$ cat config.mk
export PLATFORM = sky130hd
export DESIGN_NAME = fbps_top
export DESIGN_NICKNAME = d
export VERILOG_FILES = /design/src/fbps_nv_store.v /design/src/fbps_op_timer.v /design/src/fbps_top.v
export VERILOG_INCLUDE_DIRS = /design/src
export SDC_FILE = /design/constraint.sdc
export NUM_CORES = 1
export LEC_CHECK = 0
export ABC_AREA = 1
export BUFFER_PORTS_ARGS = -buffer_cell sky130_fd_sc_hd__buf_4
export CAP_MARGIN = 20
export CORE_MARGIN = 2
export CORE_UTILIZATION = 47
export CTS_CLUSTER_SIZE = 20
export DETAILED_ROUTE_END_ITERATION = 8
export PLACE_DENSITY = 0.72
export SETUP_SLACK_MARGIN = 0.15
export SLEW_MARGIN = 20
export SYNTH_ARGS = -nofsm -noshare
export SYNTH_HDL_FRONTEND = slang
export SYNTH_SLANG_ARGS = --single-unit
$ cat constraint.sdc
create_clock -name mclk_in -period 4.4 [get_ports mclk_in]
set_input_delay 0.44 -clock mclk_in [delete_from_list [all_inputs] [get_ports mclk_in]]
set_output_delay 0.44 -clock mclk_in [all_outputs]
set_load 0.005 [all_outputs]
$ cat src/fbps_map.vh
// Register map, field positions and timing counts for the flash protection block
`ifndef FBPS_MAP_VH
`define FBPS_MAP_VH
`define FBPS_ADDR_SECEN      12'h010
`define FBPS_ADDR_FLCS       12'h020
`define FBPS_ADDR_FLCMD      12'h030
`define FBPS_ADDR_STICKY     12'h034
`define FBPS_NBLK            10
`define FBPS_FLCS_BLK_LO     16
`define FBPS_FLCS_BLK_HI     25
`define FBPS_FLCS_RDY_BIT    0
`define FBPS_SEC_KEY         32'ha74a9d23
`define FBPS_KEY_WIN_CLKS    5'd16
`define FBPS_CLK_MHZ         200
`define FBPS_RDWAIT_US       2000
`define FBPS_RDWAIT_CYC      (`FBPS_RDWAIT_US * `FBPS_CLK_MHZ)
`define FBPS_OP_CYC          16'd64
`define FBPS_CMD_NONE        3'd0
`define FBPS_CMD_PROG        3'd1
`define FBPS_CMD_ERASE       3'd2
`define FBPS_CMD_PSET        3'd3
`define FBPS_CMD_PERASE      3'd4
`define FBPS_CMD_FAIL        3'd5
`endif

$ cat src/fbps_nv_store.v
// Non-volatile model of the block protection flags
`timescale 1ns/1ps
`include "fbps_map.vh"
module fbps_nv_store (
   input  wire                     mclk_in,        // System clock
   input  wire                     set_in,         // Set flags in mask
   input  wire                     clr_all_in,     // Clear all flags
   input  wire                     clr_grp_in,     // Clear flags in mask
   input  wire [`FBPS_NBLK-1:0]    mask_in,        // Block mask
   output reg  [`FBPS_NBLK-1:0]    flags_out       // Stored flags
);
   // No reset: contents survive every reset, power-up content is all clear
   initial flags_out = {`FBPS_NBLK{1'b0}};
   always @(posedge mclk_in) begin
      if (clr_all_in)
         flags_out <= {`FBPS_NBLK{1'b0}};
      else if (clr_grp_in)
         flags_out <= flags_out & ~mask_in;
      else if (set_in)
         flags_out <= flags_out | mask_in;
   end
endmodule

$ cat src/fbps_op_timer.v
// Down counter used for automatic operation time and read-back wait
`timescale 1ns/1ps
`include "fbps_map.vh"
module fbps_op_timer #(
   parameter integer W = 20                        // Counter width
) (
   input  wire          mclk_in,                   // System clock
   input  wire          resetn_in,                 // Sync reset, active low
   input  wire          load_in,                   // Load start value
   input  wire [W-1:0]  value_in,                  // Start value
   output wire          busy_out                   // Counting
);
   reg [W-1:0] cnt_r;
   // Counter counts down to zero after a load
   always @(posedge mclk_in) begin
      if (!resetn_in)
         cnt_r <= {W{1'b0}};
      else if (load_in)
         cnt_r <= value_in;
      else if (cnt_r != {W{1'b0}})
         cnt_r <= cnt_r - {{(W-1){1'b0}}, 1'b1};
   end
   assign busy_out = (cnt_r != {W{1'b0}});
endmodule

$ cat src/fbps_top.v
// Flash block protection and security control with APB register slave
//
// Notes on behaviour
// - Each block has a protection flag; protected blocks refuse program and erase.
// - Setting a block's protection to one protects; zero removes protection.
// - Clearing a block's protection flag by protection erase makes it writable and erasable.
// - Flags read back in status bits 25..16, one means protected.
// - Data writes into a protected block are rejected.
// - Security active only when enable bit and all ten flags are one.
// - Power-on reset forces the security enable bit to one.
// - CPU flash reads stay allowed while security is active.
// - Security blocks serial-wire debug and trace output.
// - Security rejects flash commands arriving on the debug path.
// - Protection erase under security clears all ten flags together.
// - Ready flag bit 0 is zero while busy, one when done.
// - A failed operation holds ready at zero until hardware reset.
// - After lock-out recovery, flash reads wait about 2 ms.
// - Security enable changes only after key then 32-bit write within 16 clocks.
//
// Implementation choice: the APB register port.
`timescale 1ns/1ps
`include "fbps_map.vh"
module fbps_top #(
   parameter integer RDWAIT_CYC = `FBPS_RDWAIT_CYC   // Read wait after lock-out
) (
   input  wire        mclk_in,          // 200 MHz system clock
   input  wire        resetn_in,        // System reset, sync, active low
   input  wire        por_n_in,         // Power-on reset, sync, active low
   input  wire        psel_in,          // APB select
   input  wire        penable_in,       // APB enable
   input  wire        pwrite_in,        // APB write
   input  wire [11:0] paddr_in,         // APB byte address
   input  wire [31:0] pwdata_in,        // APB write data
   input  wire [3:0]  pstrb_in,         // APB byte strobes
   output wire        pready_out,       // APB ready
   output reg  [31:0] prdata_out,       // APB read data
   output wire        pslverr_out,      // APB error
   input  wire        fcmd_valid_in,    // Flash command strobe
   input  wire [2:0]  fcmd_code_in,     // Flash command code
   input  wire [15:0] fcmd_addr_in,     // Command sequence bus address
   input  wire [3:0]  fcmd_blk_in,      // Target block index
   input  wire        fcmd_dbg_in,      // Command came from debug path
   output reg         fcmd_rej_out,     // Command rejected pulse
   input  wire        fwr_valid_in,     // Data write into flash strobe
   input  wire [3:0]  fwr_blk_in,       // Block of the data write
   output reg         fwr_rej_out,      // Data write rejected pulse
   input  wire        frd_req_in,       // CPU flash read request
   output wire        frd_ok_out,       // CPU read allowed
   input  wire        swd_in,           // Debug data from probe pin
   output wire        swd_out,          // Debug data to core
   input  wire        trace_in,         // Trace from core
   output wire        trace_out,        // Trace to pin
   output wire        secure_out        // Security state active
);
   localparam ST_IDLE = 2'd0;
   localparam ST_BUSY = 2'd1;
   localparam ST_LOCK = 2'd2;

   reg         sec_en_r;
   reg         por_seen_r;
   reg         key_ok_r;
   reg  [4:0]  key_cnt_r;
   reg  [1:0]  state_r;
   reg  [1:0]  state_nxt;
   reg  [2:0]  op_r;
   reg  [3:0]  op_blk_r;
   reg         lock_seen_r;
   reg         swd_m_r;
   reg         swd_s_r;
   wire [9:0]  blk_flags;
   wire        op_busy;
   wire        rd_wait;
   wire        secure;
   wire        apb_acc;
   wire        apb_wr;
   wire        addr_ok;
   wire        full_wr;
   wire [9:0]  cmd_mask;
   wire [9:0]  grp_mask;
   wire        cmd_addr_ok;
   wire        cmd_take;
   reg         nv_set;
   reg         nv_clr_all;
   reg         nv_clr_grp;
   reg  [9:0]  nv_mask;
   reg         op_load;

   // Security state from enable bit and every protection flag
   assign secure     = sec_en_r & (&blk_flags);
   assign secure_out = secure;

   // APB decode; zero wait state slave
   assign apb_acc     = psel_in & penable_in;
   assign apb_wr      = apb_acc & pwrite_in;
   assign addr_ok     = (paddr_in == `FBPS_ADDR_SECEN) | (paddr_in == `FBPS_ADDR_FLCS);
   assign pready_out  = 1'b1;
   assign pslverr_out = apb_acc & ~addr_ok;
   assign full_wr     = (pstrb_in == 4'hf);

   // Security enable: set at power-on, changed only by key then 32-bit write.
   // A system reset leaves the bit alone, only power-on forces it.
   always @(posedge mclk_in) begin
      if (!por_n_in) begin
         sec_en_r  <= 1'b1;
         key_ok_r  <= 1'b0;
         key_cnt_r <= 5'd0;
      end else if (!resetn_in) begin
         key_ok_r  <= 1'b0;
         key_cnt_r <= 5'd0;
      end else if (apb_wr && paddr_in == `FBPS_ADDR_SECEN && full_wr) begin
         if (pwdata_in == `FBPS_SEC_KEY) begin
            key_ok_r  <= 1'b1;
            key_cnt_r <= `FBPS_KEY_WIN_CLKS;
         end else if (key_ok_r) begin
            sec_en_r <= pwdata_in[0];
            key_ok_r <= 1'b0;
         end
      end else if (key_ok_r) begin
         // Window closes after sixteen clocks
         key_cnt_r <= key_cnt_r - 5'd1;
         if (key_cnt_r == 5'd1)
            key_ok_r <= 1'b0;
      end
   end

   // Track power-on so storage is not touched by a partly reset design
   always @(posedge mclk_in) begin
      if (!por_n_in)
         por_seen_r <= 1'b0;
      else
         por_seen_r <= 1'b1;
   end

   // Register read mux, reserved bits read zero
   always @* begin
      prdata_out = 32'h0;
      if (apb_acc && !pwrite_in) begin
         if (paddr_in == `FBPS_ADDR_SECEN)
            prdata_out = {31'h0, sec_en_r};
         else if (paddr_in == `FBPS_ADDR_FLCS) begin
            prdata_out[`FBPS_FLCS_BLK_HI:`FBPS_FLCS_BLK_LO] = blk_flags;
            prdata_out[`FBPS_FLCS_RDY_BIT] = (state_r == ST_IDLE);
         end
      end
   end

   // Per-block mask for the addressed block and its erase group
   assign cmd_mask = (fcmd_blk_in < 4'd10) ? (10'h001 << fcmd_blk_in) : 10'h000;
   assign grp_mask = (fcmd_blk_in < 4'd4) ? 10'h00f :
                     (fcmd_blk_in < 4'd8) ? 10'h0f0 : 10'h300;
   assign cmd_addr_ok = (fcmd_addr_in[15:8] == 8'h54) | (fcmd_addr_in[15:8] == 8'h55);
   assign cmd_take = fcmd_valid_in & ~(secure & fcmd_dbg_in) & cmd_addr_ok;

   // Command state machine: idle, automatic operation, lock-out
   always @* begin
      state_nxt  = state_r;
      nv_set     = 1'b0;
      nv_clr_all = 1'b0;
      nv_clr_grp = 1'b0;
      nv_mask    = cmd_mask;
      op_load    = 1'b0;
      case (state_r)
         ST_IDLE: begin
            if (cmd_take && fcmd_code_in != `FBPS_CMD_NONE) begin
               if ((fcmd_code_in == `FBPS_CMD_PROG || fcmd_code_in == `FBPS_CMD_ERASE)
                   && (blk_flags & cmd_mask) != 10'h0) begin
                  state_nxt = ST_IDLE;
               end else begin
                  state_nxt = ST_BUSY;
                  op_load   = 1'b1;
               end
            end
         end
         ST_BUSY: begin
            if (fcmd_valid_in) begin
               state_nxt = ST_LOCK;
            end else if (op_r == `FBPS_CMD_FAIL) begin
               state_nxt = ST_LOCK;
            end else if (!op_busy) begin
               state_nxt = ST_IDLE;
               if (op_r == `FBPS_CMD_PSET) begin
                  nv_set = 1'b1;
               end else if (op_r == `FBPS_CMD_PERASE) begin
                  if (secure)
                     nv_clr_all = 1'b1;
                  else begin
                     nv_clr_grp = 1'b1;
                     nv_mask    = (op_blk_r < 4'd4) ? 10'h00f :
                                  (op_blk_r < 4'd8) ? 10'h0f0 : 10'h300;
                  end
               end
               if (op_r == `FBPS_CMD_PSET)
                  nv_mask = (op_blk_r < 4'd10) ? (10'h001 << op_blk_r) : 10'h000;
            end
         end
         ST_LOCK: begin
            state_nxt = ST_LOCK;
         end
         default: state_nxt = ST_IDLE;
      endcase
   end

   // State and latched command; only a system reset leaves lock-out
   always @(posedge mclk_in) begin
      if (!resetn_in) begin
         state_r  <= ST_IDLE;
         op_r     <= `FBPS_CMD_NONE;
         op_blk_r <= 4'd0;
      end else begin
         state_r <= state_nxt;
         if (op_load) begin
            op_r     <= fcmd_code_in;
            op_blk_r <= fcmd_blk_in;
         end
      end
   end

   // Remember lock-out across reset to start the read wait afterwards
   always @(posedge mclk_in) begin
      if (!por_n_in)
         lock_seen_r <= 1'b0;
      else if (state_r == ST_LOCK)
         lock_seen_r <= 1'b1;
      else if (resetn_in)
         lock_seen_r <= 1'b0;
   end

   // Reject pulses for commands and for data writes
   always @(posedge mclk_in) begin
      if (!resetn_in) begin
         fcmd_rej_out <= 1'b0;
         fwr_rej_out  <= 1'b0;
      end else begin
         fcmd_rej_out <= fcmd_valid_in & (~cmd_take | (state_r != ST_IDLE) |
                         (((fcmd_code_in == `FBPS_CMD_PROG) |
                           (fcmd_code_in == `FBPS_CMD_ERASE)) &
                          ((blk_flags & cmd_mask) != 10'h0)));
         fwr_rej_out  <= fwr_valid_in & (fwr_blk_in < 4'd10) &
                         blk_flags[fwr_blk_in];
      end
   end

   // CPU reads allowed under security, held off during lock-out and during read wait
   assign frd_ok_out = frd_req_in & ~rd_wait & (state_r != ST_LOCK);

   // Debug pin synchroniser; gated afterwards so no logic sees stage one
   always @(posedge mclk_in) begin
      if (!resetn_in) begin
         swd_m_r <= 1'b0;
         swd_s_r <= 1'b0;
      end else begin
         swd_m_r <= swd_in;
         swd_s_r <= swd_m_r;
      end
   end
   assign swd_out   = swd_s_r & ~secure;
   assign trace_out = trace_in & ~secure;

   // Protection flags in storage that no reset touches
   fbps_nv_store u_store (
      .mclk_in    (mclk_in),
      .set_in     (nv_set & por_seen_r),
      .clr_all_in (nv_clr_all & por_seen_r),
      .clr_grp_in (nv_clr_grp & por_seen_r),
      .mask_in    (nv_mask),
      .flags_out  (blk_flags)
   );

   // Automatic operation duration
   fbps_op_timer #(.W(20)) u_op (
      .mclk_in   (mclk_in),
      .resetn_in (resetn_in),
      .load_in   (op_load),
      .value_in  ({4'h0, `FBPS_OP_CYC}),
      .busy_out  (op_busy)
   );

   // Read wait after leaving lock-out by reset
   fbps_op_timer #(.W(20)) u_rdwait (
      .mclk_in   (mclk_in),
      .resetn_in (por_n_in),
      .load_in   (lock_seen_r & ~resetn_in),
      .value_in  (RDWAIT_CYC[19:0]),
      .busy_out  (rd_wait)
   );
endmodule

==> flow_summary.ini <==
[clocking]
clk_pin_slew_ns = 0.08
cts.path.max_buffers = 2
h-tree-depth = 3
postCtsSetupRepairBufs = 0
cts_hold_buf = 0
numCtsBuffers = 9
clock-sinks = 72
tritoncts = built
cts-resized-gates = 0
clock_latency_ns = 0.36
cts_root_buffer = clkbuf_8

[floorplanning]
start_util = 0.479
die-area_sq_um = 11200
ios = 127
core-area_sq_um = 10200
core.rowCount = 37
die_x_um = 106
die_y_um = 106

[synthesis]
synth_warnings = 0
synth_area_leader_cell = dfxtp_1
syn_area_sq_um = 4880
synth_seq_cells = 72
synthCells = 797
yosysTopAreaCellShare = 0.295
synthTopCellsByArea = dfxtp_1 30%, nand2_1 15%, nor2_1 9.0%
yosysSeqAreaShare = 0.295
synth_edf_count = 0
synthFlopType = dfxtp_1
ys_async_sr_fraction = 0
synth.most_common_cell = nand2_1
synth_cell_types = 35
synth_common_cells = 198 x nand2_1, 117 x nor2_1, 109 x inv_1
avgSynthCellArea_sq_um = 6.13

[power]
p_per_area_nw_per_um2 = 494
p_sw_frac = 0.416
comb_power_share = 0.460
p_total_w = 0.00290
netSwitchingPower_w = 0.00121
seqPwrFrac = 0.318
intPower_w = 0.00169
power.leakage_nw = 3.05
clkPwrFrac = 0.222
peakVddDrop_v = 0.000486

[drt]
routed-via-count = 5122
drt_wl_total_mm = 12.3
final_antenna_net_count = 0
drt_first_pass_iters = 5
viasPerCell = 4.96
drtIter0Drc = 254
drc = 0
wire_per_inst_um = 11.9

[sta]
worst_pin_slew_ns = 0.612
fin_crit_sh = 0.569
hold_viol_final = 0
min_period_ns = 2.50
fin_worst_skew_ns = 0.00985
rsz0062_at_grt = no
tns_ns = 0
setup_viol = 0
relSlewSlack = 0.591
fmax_ghz = 0.400
finalMaxSlewViolations = 0

[placement]
dp.cells = 1016
routabilityCongestion = 0.895
dp_hpwl_mm = 9.66
numPortBuffers = 95

[finish]
diodes = 0
drive_above_1_share = 0.158
area_growth_pct = 20.2
nets = 984
instances_no_fill = 1032

[worst_hold_path]
hold_path_class = in -> reg

[grt]
grt_usage = 0.226
grt_max_degree = 20
first_global_vias = 4642
grt_antenna_before_repair = 0
grt_pass1_wl_mm = 20.7
grt_overflow = 0

[critical_path]
ff2ff_setup_slack_ns = 1.90
path_class = reg -> reg
worstPathRequired_ns = 4.64
cp-end-kind = flip-flop
critPathArrivalTime_ns = 2.74
worstPathMaxFanout = 12
cp-start-kind = flip-flop

[flow_run]
drv_cap = 0

[outcome]
outcome = completed
## layout by cell type (no fill, tap or decap), drive strengths merged
cell,netlist,layout
o21bai,1,1
clkinv,0,2
inv,113,114
o22ai,1,1
or2,4,4
nor3b,1,1
o21ai,13,13
nor4,8,8
a21oi,44,44
conb,2,22
buf,25,95
xnor2,10,10
nand4,38,38
nor2,129,129
clkbuf,7,10
and3,2,2
ha,6,6
nand3b,5,5
dfxtp,72,72
nand2,203,203
bufinv,0,3
nor3,30,30
xor2,12,12
o41ai,1,1
a211oi,3,3
nand3,66,66
a31o,1,1
## final timing paths
| path | start | endpoint | depth (start not counted) |
|---|---|---|---|
| worst min-delay path | por_n_in | por_seen_r | 1 |
| worst max register to register | u_op.cnt_r[0] | flip-flop | 11 |
| worst max-delay path | u_op.cnt_r[0] | flip-flop | 11 |
| worst min register to register | swd_m_r | swd_s_r | 2 |
## critical path: stages (launching register included)
cell	delay [ns]
dfxtp_1	0.35
inv_1	0.11
ha_1	0.17
inv_1	0.06
nor2_1	0.09
nand3_1	0.07
nor2_1	0.15
nand4_1	0.41
inv_1	0.47
nand3_1	0.15
o21ai_0	0.26
a21oi_1	0.08
## logic make-up after synthesis
kind of cell | share of synthesized area
and+or+nand+nor | 0.448
buffers and inverters | 0.131
DFF | 0.295
AOI/OAI and AO/OA | 0.0694
xor gates and xnor gates | 0.0395
adders and majority gates | 0.0154
other | 0.00154
## layout make-up
| cell class | count | area [sq um] |
|---|---|---|
| Inverter | 113 | 424 |
| Clock inverter | 6 | 116 |
| Multi-Input combinational cell | 600 | 2880 |
| Clock buffer | 10 | 128 |
| Sequential cell | 72 | 1440 |
| Timing Repair Buffer | 95 | 713 |
| Fill cell | 1032 | 4320 |
| Tap cell | 136 | 170 |
## per-stage QoR
step           setup WS, ns  hold WS [ns]   util  instance area [sq um]
2_1_floorplan          2.70         0.390      -                   4960
3_3_place_gp           1.99         0.394  0.552                   5630
3_5_place_dp           1.99         0.397  0.552                   5630
4_1_cts                1.93         0.216  0.576                   5870
5_1_grt                1.65         0.210  0.576                   5870
6_report               1.90         0.227  0.576                   5870
## power groups by stage
stage | combinational, W | clock (W) | sequential, W
after detailed placement | 0.00132 | 0 | 0.000929
after global routing | 0.00154 | 0.000687 | 0.000940
final | 0.00133 | 0.000643 | 0.000921
after CTS | 0.00133 | 0.000655 | 0.000918
after floorplan | 0.00106 | 0 | 0.000901
after global placement | 0.00131 | 0 | 0.000932
## per-layer routing
metal | track usage | routed length (um) | up-vias
li1 | - | - | 2705
met5 | 0 | 0 | -
met3 | 0.0417 | 444 | 21
met2 | 0.385 | 5890 | 93
met4 | 0.0695 | 189 | 0
met1 | 0.292 | 5750 | 2303
(Power assumes the default switching activity.)
